`config.mk`:
```
export PLATFORM = sky130hd
export DESIGN_NAME = clk_src_sel
export DESIGN_NICKNAME = d
export VERILOG_FILES = /design/src/clk_src_sel.v
export VERILOG_INCLUDE_DIRS = /design/src
export SDC_FILE = /design/constraint.sdc
export NUM_CORES = 1
export LEC_CHECK = 0
export ABC_AREA = 1
export BUFFER_PORTS_ARGS = -buffer_cell sky130_fd_sc_hd__buf_4
export CAP_MARGIN = 30
export CELL_PAD_IN_SITES_DETAIL_PLACEMENT = 1
export CELL_PAD_IN_SITES_GLOBAL_PLACEMENT = 1
export CORE_UTILIZATION = 47
export CTS_CLUSTER_DIAMETER = 50
export DETAILED_ROUTE_END_ITERATION = 12
export GPL_ROUTABILITY_DRIVEN = 0
export PLACE_DENSITY_LB_ADDON = 0.1
export SKIP_LAST_GASP = 1
export SYNTH_ARGS = -nofsm -noshare
export SYNTH_HDL_FRONTEND = slang
export SYNTH_SLANG_ARGS = --single-unit
```
`constraint.sdc`:
```
create_clock -name clk -period 7.2 [get_ports clk]
set_input_delay 1.44 -clock clk [delete_from_list [all_inputs] [get_ports clk]]
set_output_delay 1.44 -clock clk [all_outputs]
set_load 0.005 [all_outputs]
```
`src/clk_src_sel_regs.vh`:
```
// Constants for the system clock source selector
// Function
// - Default config 11/10/01 selects external clock high, medium or low power range.
// - External clock runs with no added start-up delay after reset or wake.
// - Fully static logic; a stopped clock halts everything, state kept.
// - After reset the system clock follows the default clock configuration source.
// - Software clock select moves clock to secondary, configured or internal source.
// - Internal clock frees input pin; output pin is clock or GPIO by select bit.
// - Fast oscillator on when high frequency chosen and config 11 or select 1x.
// - Fast ready flag set only while fast oscillator runs and is usable.
// - Fast stable flag set once fast oscillator is within 0.5 percent.
// - Slow oscillator on for 000x with select 1x, or power-up/watchdog need.
// - Slow oscillator is time base of power-up and watchdog timers always.
// - Slow ready flag set only while slow oscillator runs and is usable.
// - Every reset loads frequency select 0111, 500 kHz; software may change it.
// - Postscaler and mux give 16 MHz down to 31.25 kHz, plus 31 kHz.
// - Target oscillator shut down: run its start-up delay before handover.
// - Wait current clock falling edge, hold low, then new clock rising edge.
// - Status flags update only after the new clock is active.
// - Status shows running state of both internal oscillators.
// - Frequency change within same internal oscillator has no start-up delay.
// - Slow target takes one cycle of each clock; external target takes 2 cycles.
// - Secondary target waits 1024 secondary oscillator cycles before takeover.
// - Slow oscillator stops after slow-to-fast switch unless watchdog or power-up timer needs it.
// - Select 00 configured, 01 secondary, 1x internal; cleared on reset.
// - Frequency field decode: 000x slow, 001x to 1111 postscaled fast outputs.
`ifndef CLK_SRC_SEL_REGS_VH
`define CLK_SRC_SEL_REGS_VH
`define CFG_INTERNAL 2'h0
`define CFG_EXT_LOW 2'h1
`define CFG_EXT_MED 2'h2
`define CFG_EXT_HIGH 2'h3
`define SEL_CONFIGURED 2'h0
`define SEL_SECONDARY 2'h1
`define FREQ_RESET 4'h7
`define SRC_EXT 2'h0
`define SRC_SEC 2'h1
`define SRC_SLOW 2'h2
`define SRC_FAST 2'h3
`define CLK_PERIOD_NS 5
`define FAST_START_NS 2000
`define FAST_STABLE_NS 4000
`define FAST_START_CYC ((`FAST_START_NS + `CLK_PERIOD_NS - 1) / `CLK_PERIOD_NS)
`define FAST_STABLE_CYC ((`FAST_STABLE_NS + `CLK_PERIOD_NS - 1) / `CLK_PERIOD_NS)
`define EXT_SWITCH_EDGES 2'h2
`define SEC_SWITCH_EDGES 11'h400
`define ST_RUN 4'h1
`define ST_START 4'h2
`define ST_FALL 4'h4
`define ST_LOW 4'h8
`endif

```
`src/clk_src_sel.v`:
```
// System clock source selector with internal oscillator control; glitch-free except when ST_LOW falls back to ST_START
`include "clk_src_sel_regs.vh"
module clk_src_sel (
  input wire clk, // 200 MHz sampling clock
  input wire reset, // Synchronous, active high
  input wire [1:0] default_clock_cfg, // Configuration field, static
  input wire ctrl_wr, // Write strobe for the control fields
  input wire [3:0] wr_freq_sel, // New internal_freq_select value
  input wire [1:0] wr_clk_sel, // New sys_clk_select_field value
  input wire watchdog_enable, // Watchdog needs the slow oscillator
  input wire power_up_timer_active, // Power-up timer needs the slow oscillator
  input wire clock_out_pin_select, // 1: clock output pin drives system clock
  input wire gpio_out, // GPIO data for the clock output pin
  input wire gpio_oe, // GPIO enable for the clock output pin
  input wire secondary_osc_ready, // Ready indication from the timer block
  input wire ext_clock_in_pin, // External logic level clock
  input wire crystal_osc_in, // Secondary crystal oscillator output
  input wire slow_osc_in, // Slow internal oscillator output
  input wire fast_osc_in, // Fast internal oscillator output
  output reg sys_clk_q, // Selected system clock level
  output reg fast_osc_enable_q, // Run request to fast oscillator
  output reg slow_osc_enable_q, // Run request to slow oscillator
  output reg [3:0] internal_freq_select_q, // Frequency select readback
  output reg [1:0] sys_clk_select_field_q, // Clock select readback
  output reg fast_osc_ready_flag_q, // Fast oscillator ready
  output reg fast_osc_stable_flag_q, // Fast oscillator stable
  output reg slow_osc_ready_flag_q, // Slow oscillator ready
  output reg secondary_osc_ready_flag_q, // Secondary oscillator ready
  output reg running_external_q, // System clock from external clock
  output reg switch_busy_q, // Clock switch in progress
  output reg slow_timebase_q, // Slow time base for power-up and watchdog timers
  output reg ext_pin_is_gpio_q, // External clock pin free for GPIO
  output reg clock_out_pin_o, // Clock output pin data
  output reg clock_out_pin_oe // Clock output pin enable
);

  localparam [31:0] FAST_START_FULL = `FAST_START_CYC;
  localparam [31:0] FAST_STABLE_FULL = `FAST_STABLE_CYC;
  localparam [11:0] FAST_START_CYC = FAST_START_FULL[11:0];
  localparam [11:0] FAST_STABLE_CYC = FAST_STABLE_FULL[11:0];

  // Bit order in the sync vectors: ext, crystal, slow, fast
  reg [3:0] sync1_q;
  reg [3:0] sync2_q;
  reg [3:0] prev_q;
  reg [8:0] fast_div_q;
  reg [11:0] fast_cnt_q;
  reg slow_seen_q;
  reg [3:0] state_q;
  reg [3:0] state_d;
  reg [1:0] cur_src_q;
  reg [3:0] cur_exp_q;
  reg [1:0] tgt_src_p_q;
  reg [3:0] tgt_exp_p_q;
  reg tgt_lvl_p_q;
  reg [1:0] ext_cnt_q;
  reg [10:0] sec_cnt_q;
  reg dly_ok;
  reg fast_en_d;
  reg slow_en_d;

  // Postscaler exponent: output is fast oscillator divided by 2**exp
  function [3:0] fdiv_exp;
    input [3:0] f;
    begin
      case (f)
        4'hf: fdiv_exp = 4'h0;
        4'he: fdiv_exp = 4'h1;
        4'hd: fdiv_exp = 4'h2;
        4'hc: fdiv_exp = 4'h3;
        4'hb: fdiv_exp = 4'h4;
        4'ha: fdiv_exp = 4'h5;
        4'h9: fdiv_exp = 4'h6;
        4'h8: fdiv_exp = 4'h7;
        4'h7: fdiv_exp = 4'h5;
        4'h6: fdiv_exp = 4'h6;
        4'h5: fdiv_exp = 4'h7;
        4'h4: fdiv_exp = 4'h8;
        default: fdiv_exp = 4'h9;
      endcase
    end
  endfunction

  // Source that the current settings ask for
  function [1:0] src_of;
    input [1:0] sys_clk_select_field;
    input [1:0] cfg;
    input [3:0] f;
    begin
      if (sys_clk_select_field[1] || (sys_clk_select_field == `SEL_CONFIGURED && cfg == `CFG_INTERNAL))
        src_of = (f[3:1] == 3'h0) ? `SRC_SLOW : `SRC_FAST;
      else if (sys_clk_select_field == `SEL_SECONDARY)
        src_of = `SRC_SEC;
      else
        src_of = `SRC_EXT;
    end
  endfunction

  // Level of a source, postscaled when it is the fast oscillator
  function lvl_of;
    input [1:0] s;
    input [3:0] e;
    input [3:0] sy;
    input [8:0] dv;
    begin
      case (s)
        `SRC_EXT: lvl_of = sy[0];
        `SRC_SEC: lvl_of = sy[1];
        `SRC_SLOW: lvl_of = sy[2];
        default: lvl_of = (e == 4'h0) ? sy[3] : dv[e - 4'h1];
      endcase
    end
  endfunction

  wire [1:0] tgt_src = src_of(sys_clk_select_field_q, default_clock_cfg, internal_freq_select_q);
  wire [3:0] tgt_exp = (tgt_src == `SRC_FAST) ? fdiv_exp(internal_freq_select_q) : 4'h0;
  wire [1:0] rst_src = src_of(`SEL_CONFIGURED, default_clock_cfg, `FREQ_RESET);
  wire [3:0] rst_exp = (rst_src == `SRC_FAST) ? fdiv_exp(`FREQ_RESET) : 4'h0;
  wire cur_lvl = lvl_of(cur_src_q, cur_exp_q, sync2_q, fast_div_q);
  wire tgt_lvl = lvl_of(tgt_src, tgt_exp, sync2_q, fast_div_q);
  wire tgt_same = (tgt_src == cur_src_q) && (tgt_exp == cur_exp_q);
  // A new target in this cycle has no valid edge history yet
  wire tgt_chg = (tgt_src != tgt_src_p_q) || (tgt_exp != tgt_exp_p_q);
  wire tgt_rise = tgt_lvl && !tgt_lvl_p_q && !tgt_chg;
  wire [3:0] rise = sync2_q & ~prev_q;
  wire freq_is_slow = (internal_freq_select_q[3:1] == 3'h0);
  wire fast_rdy = fast_osc_enable_q && (fast_cnt_q >= FAST_START_CYC);
  wire fast_stb = fast_osc_enable_q && (fast_cnt_q >= FAST_STABLE_CYC);
  wire slow_rdy = slow_osc_enable_q && slow_seen_q;
  wire switching = (state_q != `ST_RUN);

  // Start-up wait per target; a running internal oscillator is already ready
  always @*
  begin
    case (tgt_src)
      `SRC_FAST: dly_ok = fast_rdy;
      `SRC_SLOW: dly_ok = slow_rdy;
      `SRC_EXT: dly_ok = (ext_cnt_q == `EXT_SWITCH_EDGES);
      default: dly_ok = (sec_cnt_q == `SEC_SWITCH_EDGES);
    endcase
  end

  always @*
  begin
    fast_en_d = (!freq_is_slow && (default_clock_cfg == `CFG_EXT_HIGH || sys_clk_select_field_q[1]))
      || cur_src_q == `SRC_FAST || (switching && tgt_src == `SRC_FAST);
    // Slow drops once neither the clock path nor the timers use it
    slow_en_d = (freq_is_slow && sys_clk_select_field_q[1]) || watchdog_enable
      || power_up_timer_active || cur_src_q == `SRC_SLOW || (switching && tgt_src == `SRC_SLOW);
  end

  always @*
  begin
    state_d = state_q;
    case (state_q)
      `ST_RUN:
      begin
        if (!tgt_same)
          state_d = `ST_START;
      end
      `ST_START:
      begin
        if (tgt_same)
          state_d = `ST_RUN;
        else if (dly_ok)
          state_d = `ST_FALL;
      end
      `ST_FALL:
      begin
        if (!dly_ok)
          state_d = `ST_START;
        else if (!cur_lvl)
          state_d = `ST_LOW;
      end
      `ST_LOW:
      begin
        if (!dly_ok && !tgt_same)
          state_d = `ST_START;
        else if (tgt_rise)
          state_d = `ST_RUN;
      end
      default: state_d = `ST_RUN;
    endcase
  end

  // Oscillator inputs are asynchronous; second stage is the first one read
  always @(posedge clk)
  begin
    if (reset)
    begin
      sync1_q <= 4'h0;
      sync2_q <= 4'h0;
      prev_q <= 4'h0;
    end
    else
    begin
      sync1_q <= {fast_osc_in, slow_osc_in, crystal_osc_in, ext_clock_in_pin};
      sync2_q <= sync1_q;
      prev_q <= sync2_q;
    end
  end

  // Oscillator start-up tracking and postscaler
  always @(posedge clk)
  begin
    if (reset)
    begin
      fast_div_q <= 9'h000;
      fast_cnt_q <= 12'h000;
      slow_seen_q <= 1'b0;
      fast_osc_enable_q <= 1'b0;
      slow_osc_enable_q <= 1'b0;
      slow_timebase_q <= 1'b0;
    end
    else
    begin
      fast_osc_enable_q <= fast_en_d;
      slow_osc_enable_q <= slow_en_d;
      slow_timebase_q <= sync2_q[2];
      if (rise[3])
        fast_div_q <= fast_div_q + 9'h001;
      if (!fast_osc_enable_q)
        fast_cnt_q <= 12'h000;
      else if (fast_cnt_q < FAST_STABLE_CYC)
        fast_cnt_q <= fast_cnt_q + 12'h001;
      if (!slow_osc_enable_q)
        slow_seen_q <= 1'b0;
      else if (rise[2])
        slow_seen_q <= 1'b1;
    end
  end

  // Switch sequencer; the output follows whole clock phases, but resumes the current clock mid-phase when ST_LOW falls back to ST_START
  always @(posedge clk)
  begin
    if (reset)
    begin
      state_q <= `ST_RUN;
      cur_src_q <= rst_src;
      cur_exp_q <= rst_exp;
      tgt_src_p_q <= rst_src;
      tgt_exp_p_q <= rst_exp;
      tgt_lvl_p_q <= 1'b0;
      ext_cnt_q <= 2'h0;
      sec_cnt_q <= 11'h000;
      sys_clk_q <= 1'b0;
      switch_busy_q <= 1'b0;
    end
    else
    begin
      state_q <= state_d;
      tgt_src_p_q <= tgt_src;
      tgt_exp_p_q <= tgt_exp;
      tgt_lvl_p_q <= tgt_lvl;
      switch_busy_q <= (state_d != `ST_RUN);
      // Edge counts restart whenever the target moves
      if (state_q == `ST_RUN || tgt_chg)
      begin
        ext_cnt_q <= 2'h0;
        sec_cnt_q <= 11'h000;
      end
      else
      begin
        if (rise[0] && ext_cnt_q != `EXT_SWITCH_EDGES)
          ext_cnt_q <= ext_cnt_q + 2'h1;
        if (rise[1] && sec_cnt_q != `SEC_SWITCH_EDGES)
          sec_cnt_q <= sec_cnt_q + 11'h001;
      end
      // No timeout: a stopped source simply freezes the system clock
      if (state_q == `ST_LOW && state_d == `ST_RUN)
      begin
        cur_src_q <= tgt_src;
        cur_exp_q <= tgt_exp;
        sys_clk_q <= 1'b1;
      end
      else if (state_d == `ST_LOW || state_q == `ST_LOW)
        sys_clk_q <= 1'b0;
      else
        sys_clk_q <= cur_lvl;
    end
  end

  // Control fields and status; status is frozen while a switch is pending
  always @(posedge clk)
  begin
    if (reset)
    begin
      internal_freq_select_q <= `FREQ_RESET;
      sys_clk_select_field_q <= `SEL_CONFIGURED;
      fast_osc_ready_flag_q <= 1'b0;
      fast_osc_stable_flag_q <= 1'b0;
      slow_osc_ready_flag_q <= 1'b0;
      secondary_osc_ready_flag_q <= 1'b0;
      running_external_q <= 1'b0;
      ext_pin_is_gpio_q <= 1'b0;
      clock_out_pin_o <= 1'b0;
      clock_out_pin_oe <= 1'b0;
    end
    else
    begin
      if (ctrl_wr)
      begin
        internal_freq_select_q <= wr_freq_sel;
        sys_clk_select_field_q <= wr_clk_sel;
      end
      if (!switching)
      begin
        fast_osc_ready_flag_q <= fast_rdy;
        fast_osc_stable_flag_q <= fast_stb;
        slow_osc_ready_flag_q <= slow_rdy;
        secondary_osc_ready_flag_q <= secondary_osc_ready;
        running_external_q <= (cur_src_q == `SRC_EXT);
        ext_pin_is_gpio_q <= (cur_src_q != `SRC_EXT);
      end
      if (clock_out_pin_select)
      begin
        clock_out_pin_o <= sys_clk_q;
        clock_out_pin_oe <= 1'b1;
      end
      else
      begin
        clock_out_pin_o <= gpio_out;
        clock_out_pin_oe <= gpio_oe;
      end
    end
  end

endmodule

```
; Word-level counts from Yosys, hierarchy flattened
; Memory sizes are Yosys's and may differ from the RTL's. A register that Yosys moved wholly into a read port is not among the register bits.
; Index checks and enable logic that the tools add are counted.
[totals]
word_cells = 148
mem_bits_ro = 64
reg_bits = 83
input_bits = 21
mem_count = 1
[mem_list]
columns = memory, depth, width, read_ports, rd_ports_with_merged_regs, write_ports, line_no
row1 = (name not given), 16, 4, 1, 1, 0, clk_src_sel.v:66  ; case (f)
[op_classes]
add_sub_neg = 6
n_bitwise = 4
n_reduce_logical = 43
n_eq_ne = 25
n_mux = 35
order_cmp = 5
[ops]
columns = cell, count
row1 = $mux 4, 13
row2 = $pmux 4 s4, 1
row3 = $logic_and 1x1->1, 15
row4 = $eq 2x2->1 const B, 7
row5 = $add 12x1->12 const B, 1
row6 = $ge 12x10->1 const B, 1
row7 = $ge 12x9->1 const B, 1
row8 = $lt 12x10->1 const B, 1
row9 = $add 11x1->11 const B, 1
row10 = $eq 11x11->1 const B, 1
row11 = $logic_or 1x1->1, 11
row12 = $ne 11x11->1 const B, 1
row13 = $lt 4x5->1 const B, 2
row14 = $mux 1, 10
row15 = $mux 2, 5
row16 = $add 9x1->9 const B, 1
row17 = $pmux 1 s3, 3
row18 = $bmux 1 s4, 2
row19 = $eq 4x1->1 const B, 2
row20 = $eq 4x4->1 const B, 2
row21 = $logic_not 2->1, 4
row22 = $logic_not 4->1, 2
row23 = $ne 4x1->1 const B, 2
row24 = $sub 4x1->4 const B, 2
row25 = other kinds (17), 27

; Longest topological paths before layout
[depth]
depth_word = 20
mapped_depth = 19
mapped_depth_nobuf = 19

; Least setup slack after synthesis
; No wires, ideal clock.
[synth_path]
path_type = input-to-reg
from = input default_clock_cfg[1]
to = register cur_exp_q[0] (enable)
t_arrival_ns = 3.118
stages = 16
setup_slack_ns = 3.763
t_required_ns = 6.882
n_path_buf = 1
path_cell_list = nor2_4 -> nand2_2 -> nand2_4 -> nand3_2 -> buf_4 -> ha_1 -> inv_1 -> nor3_2 -> nand2_1 -> a21oi_2 -> nand2_1 -> nand2_1 -> nand3_2 -> nand2_2 -> nand2_2 -> nand2_1
[synth_via]
elab_chain_cells = 19
elab_cells_between_ends = 38
classes_between = add/sub (1) / eq/ne (8) / mux (14) / reduce/logical (15)
[synth_rtl]
columns = element, line_no
row1 = "start, declared", clk_src_sel.v:6  ; input wire [1:0] default_clock_cfg,
row2 = $logic_not 2->1 (no source line) *, -
row3 = $logic_and 1x1->1 (no source line) *, -
row4 = $logic_or 1x1->1 *, clk_src_sel.v:90  ; if (sys_clk_select_field[1] || (sys_clk_select_field == `SEL_CONFIGURED && cfg == `CFG_INTERNAL))
row5 = $mux 2 *, clk_src_sel.v:90
row6 = $eq 2x2->1, clk_src_sel.v:135  ; case (tgt_src)
row7 = $mux 4, clk_src_sel.v:116  ; wire [3:0] tgt_exp = (tgt_src == `SRC_FAST) ? fdiv_exp(internal_freq_select_q) : 4'h0;
row8 = $sub 4x1->4, clk_src_sel.v:110  ; default: lvl_of = (e == 4'h0) ? sy[3] : dv[e - 4'h1];
row9 = $bmux 1 s4, clk_src_sel.v:110
row10 = [... 2 more ...], -
row11 = $pmux 1 s3, clk_src_sel.v:106  ; case (s)
row12 = $logic_and 1x1->1 (2 in a row), clk_src_sel.v:124  ; wire tgt_rise = tgt_lvl && !tgt_lvl_p_q && !tgt_chg;
row13 = $mux 4, clk_src_sel.v:179  ; else if (tgt_rise)
row14 = $mux 4, clk_src_sel.v:177  ; if (!dly_ok && !tgt_same)
row15 = $pmux 4 s4 *, clk_src_sel.v:155  ; case (state_q)
row16 = $eq 4x1->1 (no source line) *, -
row17 = $logic_and 1x1->1 (no source line) *, -
row18 = $reduce_bool 2->1 (no source line) *, -
row19 = "end signal, assigned", clk_src_sel.v:240  ; cur_exp_q <= rst_exp;
row20 = "end signal, assigned", clk_src_sel.v:273  ; cur_exp_q <= tgt_exp;
row21 = "end, declared", clk_src_sel.v:52  ; reg [3:0] cur_exp_q;
; Every way passes the cells marked *; elsewhere a longest branch is shown, timed or not. The select of a mux whose other input is x is not followed.
; A chain may end at the register's enable or synchronous reset.

; Final worst setup path
[layout_path]
from = input default_clock_cfg[1]
to = register cur_src_q[0] (enable)
[layout_via]
elab_chain_cells = 19
elab_cells_between_ends = 38
classes_between = add/sub (1) / eq/ne (8) / mux (14) / reduce/logical (15)
[layout_rtl]
columns = element, line_no
row1 = $logic_not 2->1 (no source line) *, -
row2 = $logic_and 1x1->1 (no source line) *, -
row3 = $logic_or 1x1->1 *, clk_src_sel.v:90
row4 = $mux 2 *, clk_src_sel.v:90
row5 = $eq 2x2->1, clk_src_sel.v:135
row6 = $mux 4, clk_src_sel.v:116
row7 = $sub 4x1->4, clk_src_sel.v:110
row8 = $bmux 1 s4, clk_src_sel.v:110
row9 = [... 2 more ...], -
row10 = $pmux 1 s3, clk_src_sel.v:106
row11 = $logic_and 1x1->1 (2 in a row), clk_src_sel.v:124
row12 = $mux 4, clk_src_sel.v:179
row13 = $mux 4, clk_src_sel.v:177
row14 = $pmux 4 s4 *, clk_src_sel.v:155
row15 = $eq 4x1->1 (no source line) *, -
row16 = $logic_and 1x1->1 (no source line) *, -
row17 = $reduce_bool 2->1 (no source line) *, -
row18 = "end signal, assigned", clk_src_sel.v:239  ; cur_src_q <= rst_src;
row19 = "end signal, assigned", clk_src_sel.v:272  ; cur_src_q <= tgt_src;
row20 = "end, declared", clk_src_sel.v:51  ; reg [1:0] cur_src_q;
; Marks and branches as above.

==> results_dict.tcl <==
set metrics [dict create \
    ir_worst_vdd_mv 0.0929 \
    period_needed_ps 3740 \
    crit_fanout 12 \
    worst_ep_arrival_time_ps 3780 \
    placed_cell_area_um2 4550 \
    synth-seq-cells 86 \
    clk_pin_slew_worst_paths_ps 90 \
    worstSkewPairLatency_ps 360 \
    dp.cells 694 \
    worstSetupPathType "primary input to register" \
    rows 34 \
    drc_errors 0 \
    drtIter0Drc 112 \
    drtPass1Iterations 4 \
    worst_pin_slew_ps 705 \
    avgSynthCellArea_um2 7.51 \
    synth_edf_count 6 \
    cts_sinks 86 \
    critPathLaunch "default_clock_cfg[1]" \
    synth_cell_types 48 \
    via_count 3721 \
    crit_top_cell "nand2_1" \
    finalWirelength_um 10800 \
    post-route-util 0.552 \
    timing.rr.end "cur_src_q[0]" \
    nNetsFinal 629 \
    fmaxAchievable_mhz 268 \
    yosysSeqAreaShare 0.426 \
    antenna_found_initial 0 \
    synth_flop_cell "dfxtp_1" \
    rsz0062_at_grt "no" \
    yosys.cell_count.top_type "nand2_1" \
    fin_skew_ps 9.18 \
    grt_max_degree 37 \
    slew_headroom 0.527 \
    syn_inst 557 \
    cts_max_path_buffers 2 \
    crit_required_ps 7240 \
    timing.rr.start "sys_clk_select_field_q[1]" \
    seq_area_um2 1780 \
    num_antenna_cells 0 \
    drive_above_1_share 0.159 \
    synthTopCellsByArea "dfxtp_1 (38%), nand2_1 (8.1%), inv_1 (7.5%)" \
    cts-buffers-inserted 9 \
    critPathMaxStageDelay_ps 430 \
    port_buffers 39 \
    tritoncts "built" \
    final_max_slew_viol_count 0 \
    hpwl_um 8230 \
    reg2reg_slack_ps 4240 \
    leakage_nw 2.05 \
    design_area_um2 4790 \
    power.density_nw_per_um2 229 \
    start_util 0.482 \
    synth_area_leader_cell "dfxtp_1" \
    postCtsSetupBuffers 0 \
    coreArea_um2 8680 \
    synth_common_cells "nand2_1 (90), inv_1 (84), dfxtp_1 (80)" \
    synthToLayoutAreaGrowth_pct 14.5 \
    wl_per_cell_um 15.3 \
    multi_input_area_um2 1990 \
    cp-end-kind "register" \
    ctsHoldBuffers 0 \
    syn_nets 589 \
    max_cap_violations 0 \
    finalHoldViolCount 0 \
    viasPerCell 5.24 \
    reg2reg_depth 15 \
    cts-root-buf "clkbuf_8" \
    die_w_um 96.4 \
    status "finished, final reports clean" \
    synth-async-reset-ratio 0 \
    fin_tns_setup_ps 0 \
    overflow 0 \
    cts-resized-gates 0 \
    grt.total_usage 0.254 \
    ios 40 \
    grt_pass1_vias 3820 \
    synth_area_um2 4180 \
    die_height_um 96.4 \
    fin_crit_sh 0.519 \
    path_cells "buf_4, nor2_4, nand2_2, nand2_4, nand3_2, ha_1, inv_1, nor3_2, nand2_1, a21oi_2, nand2_1, nand2_1, nand3_2, nand2_2, nand2_2, nand2_1" \
    slowest_stage "ha_1" \
    hp-class "register to register" \
    die-area_um2 9280 \
    start_kind "primary input" \
    hold_slack_ps 420 \
    ys_warn_count 0 \
    n_fill_cell 1144 \
    ant_nets 0 \
    crit_path_end "cur_src_q[0]" \
    htreeDepth 3 \
    synth_top_area_frac 0.383 \
    grt_first_pass_wirelength_um 17700 \
    fin_cells 710 \
    setup_viol 0 \
]
[metrics by stage]
| stage | setup slack [ps] | total power, W |
|---|---|---|
| final | 3460 | 0.00110 |
| after global routing | 3290 | 0.00115 |
| after CTS | 3490 | 0.00110 |
| after detailed placement | 3170 | 0.000708 |
| after global placement | 3300 | 0.000699 |
| after floorplan | 3760 | 0.000647 |
[logic make-up (layout without fill, tap and decap cells)]
kind of cell | count (synthesis) | in the layout | share of synthesized area
buffers and inverters | 102 | 147 | 0.0978
AO/OA/AOI/OAI | 94 | 94 | 0.124
adder cells (fa/ha/maj) | 11 | 11 | 0.0329
flip-flops | 86 | 86 | 0.426
AND/OR/NAND/NOR | 252 | 252 | 0.295
XOR/XNOR | 12 | 12 | 0.0251
[how the worst min path moves through the flow]
stage | start | end | cells past startpoint
after floorplan | sync1_q[0] | sync2_q[0] | 2
after global placement | sync1_q[3] | sync2_q[3] | 2
after detailed placement | sync1_q[3] | sync2_q[3] | 2
after CTS | sync1_q[3] | sync2_q[3] | 2
after global routing | sync1_q[3] | sync2_q[3] | 2
final | sync1_q[2] | sync2_q[2] | 2
[layout make-up]
class / instances / share of cell area
clock buffers: 10 / 0.0311
clock inverters: 6 / 0.0191
inverters: 92 / 0.0724
multi-input cells: 369 / 0.416
flip-flops and latches: 86 / 0.372
well taps: 108 / 0.0282
repair buffers: 39 / 0.0611
[where the power goes]
| part | switching, W | leakage (nW) | internal (W) | total (W) |
|---|---|---|---|---|
| Combinational | 0.000107 | 1.21 | 0.0000653 | 0.000172 |
| Clock | 0.000180 | 0.122 | 0.000218 | 0.000398 |
| Sequential | 0.0000201 | 0.716 | 0.000507 | 0.000527 |
| Total | 0.000307 | 2.05 | 0.000791 | 0.00110 |
[per-layer routing]
layer	GRT usage	up-vias	share of wire
met3	0.0466	22	0.032
met5	0	-	0
met1	0.290	1754	0.44
li1	-	1874	-
met2	0.459	71	0.50
met4	0.110	0	0.025
[cell usage in the layout, fill, tap and decap left out, types with 9 or more instances in the layout]
cell type	count
inv_1	84
a21oi_1	37
nand4_1	10
buf_4	39
ha_1	11
nand3_1	29
nor2_1	70
nor3_1	13
o21ai_0	41
dfxtp_1	80
nand2_1	90
clkbuf_8	9
[flip-flops by register name, indices dropped and copies added (netlist names), 4 cells and up, named ones only]
register and count:
fast_cnt_q 12, sec_cnt_q 11, fast_div_q 9, cur_exp_q 4
internal_freq_select_q 4, prev_q 4, state_q 4, sync1_q 4
sync2_q 4, tgt_exp_p_q 4
[critical path, delay by kind of cell]
kind	cells	cell delay, ps
and+or+nand+nor	12	1550
buffers and inverters	2	220
AOI/OAI and AO/OA	1	120
adders and majority gates	1	430
No activity file was read; power rests on OpenSTA's default activity.
